==> src/include/pzc_params.svh <==
// constants for the phase/zone configuration register bank
// assumes an 8-bit register port and a 100 MHz clock
`ifndef PZC_PARAMS_SVH
`define PZC_PARAMS_SVH
`define PZC_A_DOWNEN 8'h31
`define PZC_A_PSI 8'h32
`define PZC_A_PHASE 8'h33
`define PZC_A_ZONEEN 8'h34
`define PZC_A_ZSTRAP 8'h35
`define PZC_A_ZCFG 8'h36
`define PZC_A_LOADLINE 8'h39
`define PZC_A_TH1CFG 8'h3A
`define PZC_A_TH1STR 8'h3B
`define PZC_A_TH2CFG 8'h3C
`define PZC_A_TH2STR 8'h3D
`define PZC_A_TH3CFG 8'h3E
`define PZC_A_TH3STR 8'h3F
`define PZC_A_TH4CFG 8'h40
`define PZC_A_TH4STR 8'h41
`define PZC_A_HYST 8'h44
`define PZC_A_DELAY 8'h45
`define PZC_A_LATCHA 8'h46
`define PZC_A_LATCHB 8'h47
`define PZC_A_OUTPUT_VOLTAGE_MONITOR 8'h48
`define PZC_A_POWER_STAGE_TEMP_MONITOR 8'h49
`define PZC_RST_DOWNEN 1'h1
`define PZC_RST_ZONEEN 5'h1F
`define PZC_RST_LOADLINE 2'h3
`define PZC_RST_DELAY 8'h14
`define PZC_TH_OFF 8'hFF
`define PZC_B_FREQ 5
`define PZC_B_SOFT 3
`define PZC_B_ILIM 2
`define PZC_B_ZONE 1
`define PZC_B_TH 0
`define PZC_DELAY_STEP_NS 30000
`define PZC_CLK_NS 10
`define PZC_DELAY_STEP_CYC ((`PZC_DELAY_STEP_NS + `PZC_CLK_NS - 1) / `PZC_CLK_NS)
`endif

==> src/include/pzc_pkg.sv <==
// types for the phase/zone configuration register bank
package pzc_pkg;
  typedef enum logic [2:0] {
    PZC_IDLE = 3'b001,
    PZC_WAIT = 3'b010,
    PZC_DROP = 3'b100
  } pzc_shed_t;
endpackage

==> src/hdl/pzc_regs.sv <==
// register bank and phase shedding for a multiphase controller
// assumes a synchronous byte register port and straps stable around reset release
`timescale 1ns/100ps
`default_nettype none
`include "pzc_params.svh"

module pzc_regs (
  input wire logic clk,
  input wire logic rst_b,
  input wire logic regWrite,
  input wire logic regRead,
  input wire logic [7:0] regAddr,
  input wire logic [7:0] regWdata,
  output logic [7:0] regRdata,
  input wire logic [1:0] powerSavingInput,
  input wire logic [5:0] strapZone,
  input wire logic [31:0] strapThreshold,
  input wire logic [3:0] strapThresholdOver2V,
  input wire logic [4:0] strapFreq,
  input wire logic [7:0] cfgFreq,
  input wire logic [7:0] outputCurrentReadback,
  input wire logic [7:0] outputVoltageMonitor,
  input wire logic [7:0] powerStageTempMonitor,
  output logic [7:0] phaseEnable,
  output logic downStepPhaseChangeEn,
  output logic [4:0] lowPowerZoneEnables,
  output logic [2:0] zoneLevelFirst,
  output logic [1:0] zoneLevelSecond,
  output logic [1:0] loadLineFraction,
  output logic [4:0] freqCode,
  output logic [4:0] controlSource
);
  import pzc_pkg::*;

  logic downEn_r;
  logic [4:0] zoneEn_r;
  logic [5:0] zoneCfg_r;
  logic [5:0] zoneStrap_r;
  logic [1:0] loadLine_r;
  logic [7:0] thCfg_r [4];
  logic [7:0] thStrap_r [4];
  logic [7:0] hyst_r;
  logic [7:0] delay_r;
  logic [7:0] latchA_r;
  logic [7:0] latchB_r;
  logic [7:0] select_r;
  logic strapDone_r;
  logic [7:0] phaseEn_r;
  logic [7:0] rdata_r;
  pzc_shed_t shedState_r;
  logic [23:0] waitCnt_r;
  logic [3:0] phaseCnt_r;
  logic [7:0] activeTh [4];
  logic [2:0] wantIdx;
  logic [3:0] wantPhases;
  logic [3:0] lowerBelow;
  logic [23:0] delayCycles;
  logic [1:0] dropIdx;

  always_ff @(posedge clk or negedge rst_b) begin
    if (!rst_b) begin
      downEn_r <= `PZC_RST_DOWNEN;
      zoneEn_r <= `PZC_RST_ZONEEN;
      zoneCfg_r <= 6'h00;
      loadLine_r <= `PZC_RST_LOADLINE;
      hyst_r <= 8'h00;
      delay_r <= `PZC_RST_DELAY;
      latchA_r <= 8'h00;
      latchB_r <= 8'h00;
      for (int i = 0; i < 4; i++) begin
        thCfg_r[i] <= `PZC_TH_OFF;
      end
    end else if (regWrite) begin
      case (regAddr)
        `PZC_A_DOWNEN: downEn_r <= regWdata[0];
        `PZC_A_ZONEEN: zoneEn_r <= regWdata[4:0];
        `PZC_A_ZCFG: zoneCfg_r <= regWdata[5:0];
        `PZC_A_LOADLINE: loadLine_r <= regWdata[1:0];
        `PZC_A_TH1CFG: thCfg_r[0] <= regWdata;
        `PZC_A_TH2CFG: thCfg_r[1] <= regWdata;
        `PZC_A_TH3CFG: thCfg_r[2] <= regWdata;
        `PZC_A_TH4CFG: thCfg_r[3] <= regWdata;
        `PZC_A_HYST: hyst_r <= regWdata;
        `PZC_A_DELAY: delay_r <= regWdata;
        `PZC_A_LATCHA: latchA_r <= regWdata;
        `PZC_A_LATCHB: latchB_r <= regWdata;
        default: begin
        end
      endcase
    end
  end

  // the working selection only moves once both latches agree
  always_ff @(posedge clk or negedge rst_b) begin
    if (!rst_b) begin
      select_r <= 8'h00;
    end else if (latchA_r == latchB_r) begin
      select_r <= latchA_r;
    end
  end

  // straps caught on the first clock after reset release
  always_ff @(posedge clk or negedge rst_b) begin
    if (!rst_b) begin
      strapDone_r <= 1'b0;
      zoneStrap_r <= 6'h00;
      for (int i = 0; i < 4; i++) begin
        thStrap_r[i] <= `PZC_TH_OFF;
      end
    end else if (!strapDone_r) begin
      strapDone_r <= 1'b1;
      zoneStrap_r <= strapZone;
      for (int i = 0; i < 4; i++) begin
        thStrap_r[i] <= strapThresholdOver2V[i] ? `PZC_TH_OFF : strapThreshold[8*i +: 8];
      end
    end
  end

  // reserved zone codes hold level 0 rather than an undefined level
  always_comb begin
    logic [5:0] z;
    z = select_r[`PZC_B_ZONE] ? zoneCfg_r : zoneStrap_r;
    zoneLevelFirst = (z[5:3] <= 3'h4) ? z[5:3] : 3'h0;
    case (z[2:0])
      3'h0: zoneLevelSecond = 2'h0;
      3'h1: zoneLevelSecond = 2'h1;
      3'h2: zoneLevelSecond = 2'h2;
      3'h3: zoneLevelSecond = 2'h3;
      3'h4: zoneLevelSecond = 2'h3;
      default: zoneLevelSecond = 2'h0;
    endcase
  end

  always_comb begin
    for (int i = 0; i < 4; i++) begin
      activeTh[i] = select_r[`PZC_B_TH] ? thCfg_r[i] : thStrap_r[i];
    end
    // threshold i sits between i+1 and i+2 phases groups, threshold 3 between 4 and 8; lowest phase count wins
    wantIdx = 3'h4;
    lowerBelow = 4'h0;
    for (int i = 3; i >= 0; i--) begin
      if (activeTh[i] != `PZC_TH_OFF && outputCurrentReadback < activeTh[i]) begin
        wantIdx = 3'(i);
      end
      if (activeTh[i] != `PZC_TH_OFF &&
          {1'b0, outputCurrentReadback} + {1'b0, hyst_r} < {1'b0, activeTh[i]}) begin
        lowerBelow[i] = 1'b1;
      end
    end
    wantPhases = (wantIdx == 3'h4) ? 4'h8 : 4'(wantIdx + 3'h1);
    delayCycles = 24'(delay_r) * 24'(`PZC_DELAY_STEP_CYC);
    // only four thresholds exist, so five phases and up all shed against the top one
    if (phaseCnt_r > 4'h5) begin
      dropIdx = 2'h3;
    end else if (phaseCnt_r > 4'h1) begin
      dropIdx = 2'(phaseCnt_r - 4'h2);
    end else begin
      dropIdx = 2'h0;
    end
  end

  always_ff @(posedge clk or negedge rst_b) begin
    if (!rst_b) begin
      shedState_r <= PZC_IDLE;
      waitCnt_r <= 24'h0;
      phaseCnt_r <= 4'h8;
    end else begin
      case (shedState_r)
        PZC_IDLE: begin
          waitCnt_r <= 24'h0;
          if (wantPhases > phaseCnt_r) begin
            phaseCnt_r <= wantPhases;
          end else if (wantPhases < phaseCnt_r && lowerBelow[dropIdx]) begin
            shedState_r <= PZC_WAIT;
          end
        end
        PZC_WAIT: begin
          if (wantPhases >= phaseCnt_r || !lowerBelow[dropIdx]) begin
            shedState_r <= PZC_IDLE;
          end else if (waitCnt_r + 24'h1 >= delayCycles) begin
            shedState_r <= PZC_DROP;
          end else begin
            waitCnt_r <= waitCnt_r + 24'h1;
          end
        end
        PZC_DROP: begin
          phaseCnt_r <= phaseCnt_r - 4'h1;
          shedState_r <= PZC_IDLE;
        end
        default: shedState_r <= PZC_IDLE;
      endcase
    end
  end

  always_ff @(posedge clk or negedge rst_b) begin
    if (!rst_b) begin
      phaseEn_r <= 8'hFF;
    end else begin
      for (int i = 0; i < 8; i++) begin
        phaseEn_r[i] <= (4'(i) < phaseCnt_r);
      end
    end
  end

  always_ff @(posedge clk or negedge rst_b) begin
    if (!rst_b) begin
      rdata_r <= 8'h00;
    end else if (regRead) begin
      case (regAddr)
        `PZC_A_DOWNEN: rdata_r <= {7'h00, downEn_r};
        `PZC_A_PSI: rdata_r <= {6'h00, powerSavingInput};
        `PZC_A_PHASE: rdata_r <= phaseEn_r;
        `PZC_A_ZONEEN: rdata_r <= {3'h0, zoneEn_r};
        `PZC_A_ZSTRAP: rdata_r <= {2'h0, zoneStrap_r};
        `PZC_A_ZCFG: rdata_r <= {2'h0, zoneCfg_r};
        `PZC_A_LOADLINE: rdata_r <= {6'h00, loadLine_r};
        `PZC_A_TH1CFG: rdata_r <= thCfg_r[0];
        `PZC_A_TH1STR: rdata_r <= thStrap_r[0];
        `PZC_A_TH2CFG: rdata_r <= thCfg_r[1];
        `PZC_A_TH2STR: rdata_r <= thStrap_r[1];
        `PZC_A_TH3CFG: rdata_r <= thCfg_r[2];
        `PZC_A_TH3STR: rdata_r <= thStrap_r[2];
        `PZC_A_TH4CFG: rdata_r <= thCfg_r[3];
        `PZC_A_TH4STR: rdata_r <= thStrap_r[3];
        `PZC_A_HYST: rdata_r <= hyst_r;
        `PZC_A_DELAY: rdata_r <= delay_r;
        `PZC_A_LATCHA: rdata_r <= latchA_r;
        `PZC_A_LATCHB: rdata_r <= latchB_r;
        `PZC_A_OUTPUT_VOLTAGE_MONITOR: rdata_r <= outputVoltageMonitor;
        `PZC_A_POWER_STAGE_TEMP_MONITOR: rdata_r <= powerStageTempMonitor;
        default: rdata_r <= 8'h00;
      endcase
    end
  end

  assign regRdata = rdata_r;
  assign phaseEnable = phaseEn_r;
  assign downStepPhaseChangeEn = downEn_r;
  assign lowPowerZoneEnables = zoneEn_r;
  assign loadLineFraction = loadLine_r;
  assign freqCode = select_r[`PZC_B_FREQ] ? cfgFreq[4:0] : strapFreq;
  assign controlSource = {select_r[`PZC_B_FREQ], select_r[`PZC_B_SOFT], select_r[`PZC_B_ILIM],
                          select_r[`PZC_B_ZONE], select_r[`PZC_B_TH]};

  property p_down_reset;
    @(posedge clk) $rose(rst_b) |-> downEn_r;
  endproperty
  a_down_reset: assert property (p_down_reset) else $error("down-step enable not set after reset");

  property p_psi_read;
    @(posedge clk) disable iff (!rst_b) regRead && regAddr == `PZC_A_PSI |=> regRdata[7:2] == 6'h00;
  endproperty
  a_psi_read: assert property (p_psi_read) else $error("psi read upper bits not zero");

  property p_phase_read;
    @(posedge clk) disable iff (!rst_b) regRead && regAddr == `PZC_A_PHASE |=> regRdata == $past(phaseEn_r);
  endproperty
  a_phase_read: assert property (p_phase_read) else $error("phase status readback wrong");

  property p_zone_write;
    @(posedge clk) disable iff (!rst_b) regWrite && regAddr == `PZC_A_ZONEEN |=> zoneEn_r == $past(regWdata[4:0]);
  endproperty
  a_zone_write: assert property (p_zone_write) else $error("zone enable write lost");

  property p_zone_second;
    @(posedge clk) disable iff (!rst_b) select_r[`PZC_B_ZONE] && zoneCfg_r[2:0] == 3'h4 |-> zoneLevelSecond == 2'h3;
  endproperty
  a_zone_second: assert property (p_zone_second) else $error("second zone code 100 not level 3");

  property p_latch_mismatch;
    @(posedge clk) disable iff (!rst_b) latchA_r != latchB_r |=> select_r == $past(select_r);
  endproperty
  a_latch_mismatch: assert property (p_latch_mismatch) else $error("selection moved on latch mismatch");

  property p_latch_match;
    @(posedge clk) disable iff (!rst_b) latchA_r == latchB_r |=> select_r == $past(latchA_r);
  endproperty
  a_latch_match: assert property (p_latch_match) else $error("selection not taken on latch match");

  property p_freq_sel;
    @(posedge clk) disable iff (!rst_b) !select_r[`PZC_B_FREQ] |-> freqCode == strapFreq;
  endproperty
  a_freq_sel: assert property (p_freq_sel) else $error("frequency not from strap");

  property p_output_voltage_monitor;
    @(posedge clk) disable iff (!rst_b) regRead && regAddr == `PZC_A_OUTPUT_VOLTAGE_MONITOR |=> regRdata == $past(outputVoltageMonitor);
  endproperty
  a_output_voltage_monitor: assert property (p_output_voltage_monitor) else $error("voltage monitor readback wrong");

  property p_drop_after_wait;
    @(posedge clk) disable iff (!rst_b) shedState_r == PZC_DROP |-> $past(shedState_r) == PZC_WAIT;
  endproperty
  a_drop_after_wait: assert property (p_drop_after_wait) else $error("phase drop without delay");

  property p_down_write;
    @(posedge clk) disable iff (!rst_b) regWrite && regAddr == `PZC_A_DOWNEN |=> downEn_r == $past(regWdata[0]);
  endproperty
  a_down_write: assert property (p_down_write) else $error("down-step enable write lost");

  property p_load_line_write;
    @(posedge clk) disable iff (!rst_b) regWrite && regAddr == `PZC_A_LOADLINE
      |=> loadLine_r == $past(regWdata[1:0]);
  endproperty
  a_load_line_write: assert property (p_load_line_write) else $error("load-line write lost");

  property p_delay_write;
    @(posedge clk) disable iff (!rst_b) regWrite && regAddr == `PZC_A_DELAY
      |=> delay_r == $past(regWdata);
  endproperty
  a_delay_write: assert property (p_delay_write) else $error("shedding delay write lost");

  property p_power_stage_temp_monitor;
    @(posedge clk) disable iff (!rst_b) regRead && regAddr == `PZC_A_POWER_STAGE_TEMP_MONITOR
      |=> regRdata == $past(powerStageTempMonitor);
  endproperty
  a_power_stage_temp_monitor: assert property (p_power_stage_temp_monitor) else $error("temperature monitor readback wrong");

  // reserved first-field codes must not leak a level above four
  property p_zone_first;
    @(posedge clk) disable iff (!rst_b) select_r[`PZC_B_ZONE] && zoneCfg_r[5:3] > 3'h4
      |-> zoneLevelFirst == 3'h0;
  endproperty
  a_zone_first: assert property (p_zone_first) else $error("reserved first zone code not level 0");

  property p_strap_capture;
    @(posedge clk) disable iff (!rst_b) !strapDone_r
      |=> thStrap_r[0] == ($past(strapThresholdOver2V[0]) ? `PZC_TH_OFF : $past(strapThreshold[7:0])) &&
      thStrap_r[1] == ($past(strapThresholdOver2V[1]) ? `PZC_TH_OFF : $past(strapThreshold[15:8]));
  endproperty
  a_strap_capture: assert property (p_strap_capture) else $error("strapped threshold not captured");

  property p_zone_strap;
    @(posedge clk) disable iff (!rst_b) !strapDone_r |=> zoneStrap_r == $past(strapZone);
  endproperty
  a_zone_strap: assert property (p_zone_strap) else $error("strapped zone not captured");

  property p_th_off;
    @(posedge clk) disable iff (!rst_b) activeTh[0] == `PZC_TH_OFF && activeTh[1] == `PZC_TH_OFF &&
      activeTh[2] == `PZC_TH_OFF && activeTh[3] == `PZC_TH_OFF |-> wantPhases == 4'h8;
  endproperty
  a_th_off: assert property (p_th_off) else $error("disabled thresholds still shed");

  property p_rise_fast;
    @(posedge clk) disable iff (!rst_b) shedState_r == PZC_IDLE && wantPhases > phaseCnt_r
      |=> phaseCnt_r == $past(wantPhases);
  endproperty
  a_rise_fast: assert property (p_rise_fast) else $error("phase count not raised at once");

  property p_hyst_hold;
    @(posedge clk) disable iff (!rst_b) shedState_r == PZC_IDLE && !lowerBelow[dropIdx] |=> shedState_r != PZC_WAIT;
  endproperty
  a_hyst_hold: assert property (p_hyst_hold) else $error("shedding started inside hysteresis");

  // shedding must never skip a phase count on the way down
  property p_phase_step;
    @(posedge clk) disable iff (!rst_b) phaseCnt_r < $past(phaseCnt_r)
      |-> phaseCnt_r == $past(phaseCnt_r) - 4'h1;
  endproperty
  a_phase_step: assert property (p_phase_step) else $error("phase count dropped more than one");

  c_drop: cover property (@(posedge clk) disable iff (!rst_b) shedState_r == PZC_DROP);
  c_rise: cover property (@(posedge clk) disable iff (!rst_b) shedState_r == PZC_IDLE && wantPhases > phaseCnt_r);
  c_switch: cover property (@(posedge clk) disable iff (!rst_b) $rose(select_r[`PZC_B_TH]));
  c_abort: cover property (@(posedge clk) disable iff (!rst_b) shedState_r == PZC_WAIT ##1 shedState_r == PZC_IDLE);
endmodule
`default_nettype wire

==> config.mk <==
export PLATFORM = sky130hd
export DESIGN_NAME = pzc_regs
export DESIGN_NICKNAME = d
export VERILOG_FILES = /design/src/include/pzc_pkg.sv /design/src/hdl/pzc_regs.sv
export VERILOG_INCLUDE_DIRS = /design/src /design/src/include
export SDC_FILE = /design/constraint.sdc
export NUM_CORES = 1
export LEC_CHECK = 0
export ABC_CLOCK_PERIOD_IN_PS = 16600
export BUFFER_PORTS_ARGS = -buffer_cell sky130_fd_sc_hd__buf_2
export CAP_MARGIN = 25
export CORE_UTILIZATION = 55
export DETAILED_ROUTE_END_ITERATION = 12
export GPL_ROUTABILITY_DRIVEN = 0
export PLACE_DENSITY = 0.74
export SETUP_SLACK_MARGIN = 0.15
export SYNTH_ARGS = -nofsm -noshare
export SYNTH_HDL_FRONTEND = slang
export SYNTH_SLANG_ARGS = --single-unit
==> constraint.sdc <==
create_clock -name clk -period 16.6 [get_ports clk]
set_input_delay 0.83 -clock clk [delete_from_list [all_inputs] [get_ports clk]]
set_output_delay 0.83 -clock clk [all_outputs]
set_load 0.03 [all_outputs]
==> metrics.yaml <==
grtUsageTotal: 0.3286
worstSetupPathType: "reg2reg"
hold_path_class: "in2async"
overflow: 0
switchingPower_w: 0.0005532
post-place-ws_ps: 9136
numPortBuffers: 136
finalSetupViolations: 0
worstPathArrival_ps: 7700
ir_drop_v: 0.00007884
initial_core_util: 0.5666
critPathSlowestCell: "dfrtp_1"
grt_max_degree: 110
clockRootBuffer: "clkbuf_16"
final_common_cell: "buf_2"
cts_tree: "built"
synth-edff-count: 0
finalCritPeriodShare: 0.4431
grt_antenna_before_repair: 0
combinationalPowerShare: 0.313
p_per_area_mw_per_mm2: 99.00
routed_wl_mm: 37.66
switching_share: 0.3959
max-cap-violations: 0
grt_pass1_wl_mm: 58.31
postPlaceCellArea_sq_mm: 0.01342
critical_path_required_ps: 16950
ys_types: 75
clk_latency_ps: 470
io_pins: 140
cts_max_level: 4
numCtsBuffers: 17
cts_sinks: 169
crit_buf_inv: 3
worstMarginPinSlew_ps: 835.6
share_seq_of_total_power: 0.380
clk_transition_reported_paths_ps: 80
post-dp-hpwl_mm: 28.46
die_x_um: 152.9
viasPerCell: 6.379
syn_inst: 1252
power_frac_clock: 0.307
power.internal_w: 0.0008440
p_leak_nw: 6.724
fmax_mhz: 136.0
ys_seq_elements: 169
routedWlPerCell_um: 22.58
fin_crit_ps: 7355
area_growth_syn_to_layout_pct: 12.74
slew_headroom: 0.4387
std_cell_rows: 54
drc: 0
synth_area_per_cell_sq_um: 9.999
cts_max_path_buffers: 2
die_height_um: 152.9
cp-end-kind: "flip-flop"
cts_setup_buffers: 0
yosysWarnings: 0
finClkSkew_ps: 23.68
fin_hold_ws_ps: 288.6
grt_pass1_vias: 10337
grt_use_met3: 0.07570
top_usage_layer: "met2"
finalInstanceArea_sq_mm: 0.01411
fin_ws_ps: 9245
cp_top_family: "adder cells"
crit_chain: "inv_1 -> fa_1 -> fa_1 -> fa_1 -> fa_1 -> inv_1 -> ha_1 -> a21oi_1 -> o21ai_0 -> a211oi_1 -> xor2_1 -> ha_1 -> or4_1 -> o32ai_1 -> a21oi_1 -> nor4b_2 -> nand4_1 -> or2_1 -> buf_16 -> mux2_4"
slowest_delay_ps: 590
status: "finished clean"
drt_pass1_iterations: 5
crit_fanout: 23
drv_slew: 0
syn_nets: 1512
synth-async-reset-ratio: 1.000
cts_resized: 0
netlist_area_sq_mm: 0.01252
synth_ff_type: "dfrtp_1"
dieArea_sq_mm: 0.02337
coreArea_sq_mm: 0.02209
drive_gt1_frac: 0.2826
crit_top_cell: "fa_1"
drt_iter0_markers: 982
ctsHoldBuffers: 0
fin_nets: 1634
ys_seq_area_frac: 0.3462
antenna_left: 0
hold_viol_final: 0
gr-usage-met1: 0.4461
cp-start-kind: "flip-flop"
vias: 10640
tns_ps: 0
layout_common_cells: "buf_2, ha_1, mux2_2, nand2_1, nor2_1"
use_met2: 0.5048
rsz0062_at_grt: "no"
==> path summary, 6_finish.rpt <==
check                                           from                        end  slack (ps)  depth (start not counted)
min in group clk           phaseCnt_r[3]$_DFFE_PN1P_   phaseEnable[7]$_DFF_PN1_         390                          0
setup / recovery              delay_r[7]$_DFFE_PN0P_  waitCnt_r[12]$_DFFE_PN0P_        9250                         20
max in group asynchronous                      rst_b      hyst_r[7]$_DFFE_PN0P_       14810                          3
hold / removal                                 rst_b   waitCnt_r[0]$_DFFE_PN0P_         290                          1
hold reg to reg            phaseCnt_r[3]$_DFFE_PN1P_   phaseEnable[7]$_DFF_PN1_         390                          0
setup reg to reg              delay_r[7]$_DFFE_PN0P_  waitCnt_r[12]$_DFFE_PN0P_        9250                         20
==> cell usage after synthesis (5+ instances only) <==
master,number,area share
o21a_1,15,0.0090
o31ai_1,7,0.0042
nand2_1,97,0.029
xnor2_1,14,0.0098
ha_1,133,0.13
a221oi_1,10,0.0070
and3_1,18,0.0090
nand4_1,24,0.012
o21ai_0,56,0.022
nor2b_1,10,0.0050
a22oi_1,51,0.031
nand2b_1,16,0.0080
inv_1,77,0.023
xor2_1,20,0.014
a31o_2,11,0.0077
nor3_1,18,0.0072
a22o_1,9,0.0063
dfstp_2,84,0.18
nor4_1,7,0.0035
mux2_4,5,0.0060
clkbuf_1,32,0.0096
a31oi_1,6,0.0030
mux2i_1,32,0.026
a21o_1,17,0.010
fa_1,26,0.042
dfrtp_1,85,0.17
mux2_2,101,0.091
and2_1,11,0.0055
or3_1,6,0.0030
a211oi_1,21,0.013
a21oi_1,36,0.014
or2_2,5,0.0025
nor2_1,91,0.027
nand3_1,33,0.013
==> cells by family after synthesis <==
group / after synthesis / share of synthesized area
flops: 169 / 0.3462
compound gates: 277 / 0.1555
other cells: 1 / 0.0002996
simple gates: 357 / 0.1402
mux: 138 / 0.1224
fa+ha+maj: 159 / 0.1745
buf+inv: 117 / 0.03698
xor+xnor: 34 / 0.02379
==> routing by layer <==
layer / vias to the layer above / wire length [um]
met1: 5195 / 15740
met3: 108 / 3646
met4: 0 / 1435
met5: - / 0
li1: 4848 / -
met2: 489 / 16840
==> through the flow <==
| stage | total power, W | instances | utilization |
|---|---|---|---|
| floorplan | 0.0008131 | 1252 | - |
| global placement | 0.0009430 | 1632 | 0.6071 |
| detailed placement | 0.0009568 | 1633 | 0.6075 |
| CTS | 0.001390 | 1665 | 0.6362 |
| global route | 0.001464 | 1667 | 0.6387 |
| finish | 0.001397 | 1668 | 0.6388 |
==> power by group through the flow <==
stage / Sequential, W / Clock (W) / Combinational (W)
finish: 0.000531 / 0.000429 / 0.000437
global route: 0.000533 / 0.000449 / 0.000481
CTS: 0.000528 / 0.000433 / 0.000429
detailed placement: 0.000535 / 0 / 0.000422
global placement: 0.000535 / 0 / 0.000409
floorplan: 0.000528 / 0 / 0.000285
==> final cells by class <==
class | count | area, sq um
fill | 1833 | 7980
multi-input combinational | 966 | 7721
sequential | 169 | 4337
timing repair buffer | 143 | 779.5
clock buffer | 17 | 425.4
tap | 280 | 350.3
inverter | 77 | 289.0
clock inverter | 15 | 209.0
antenna | 1 | 2.502
==> registers in the layout, indices dropped and copies added, names as in the netlist, 5 cells and up <==
signal               cells
thCfg_r                 32
thStrap_r               32
waitCnt_r               24
delay_r                  8
hyst_r                   8
latchA_r                 8
latchB_r                 8
phaseEnable              8
regRdata                 8
zoneCfg_r                6
zoneStrap_r              6
lowPowerZoneEnables      5
select_r                 5
No activity file was read; power rests on OpenSTA's default activity.
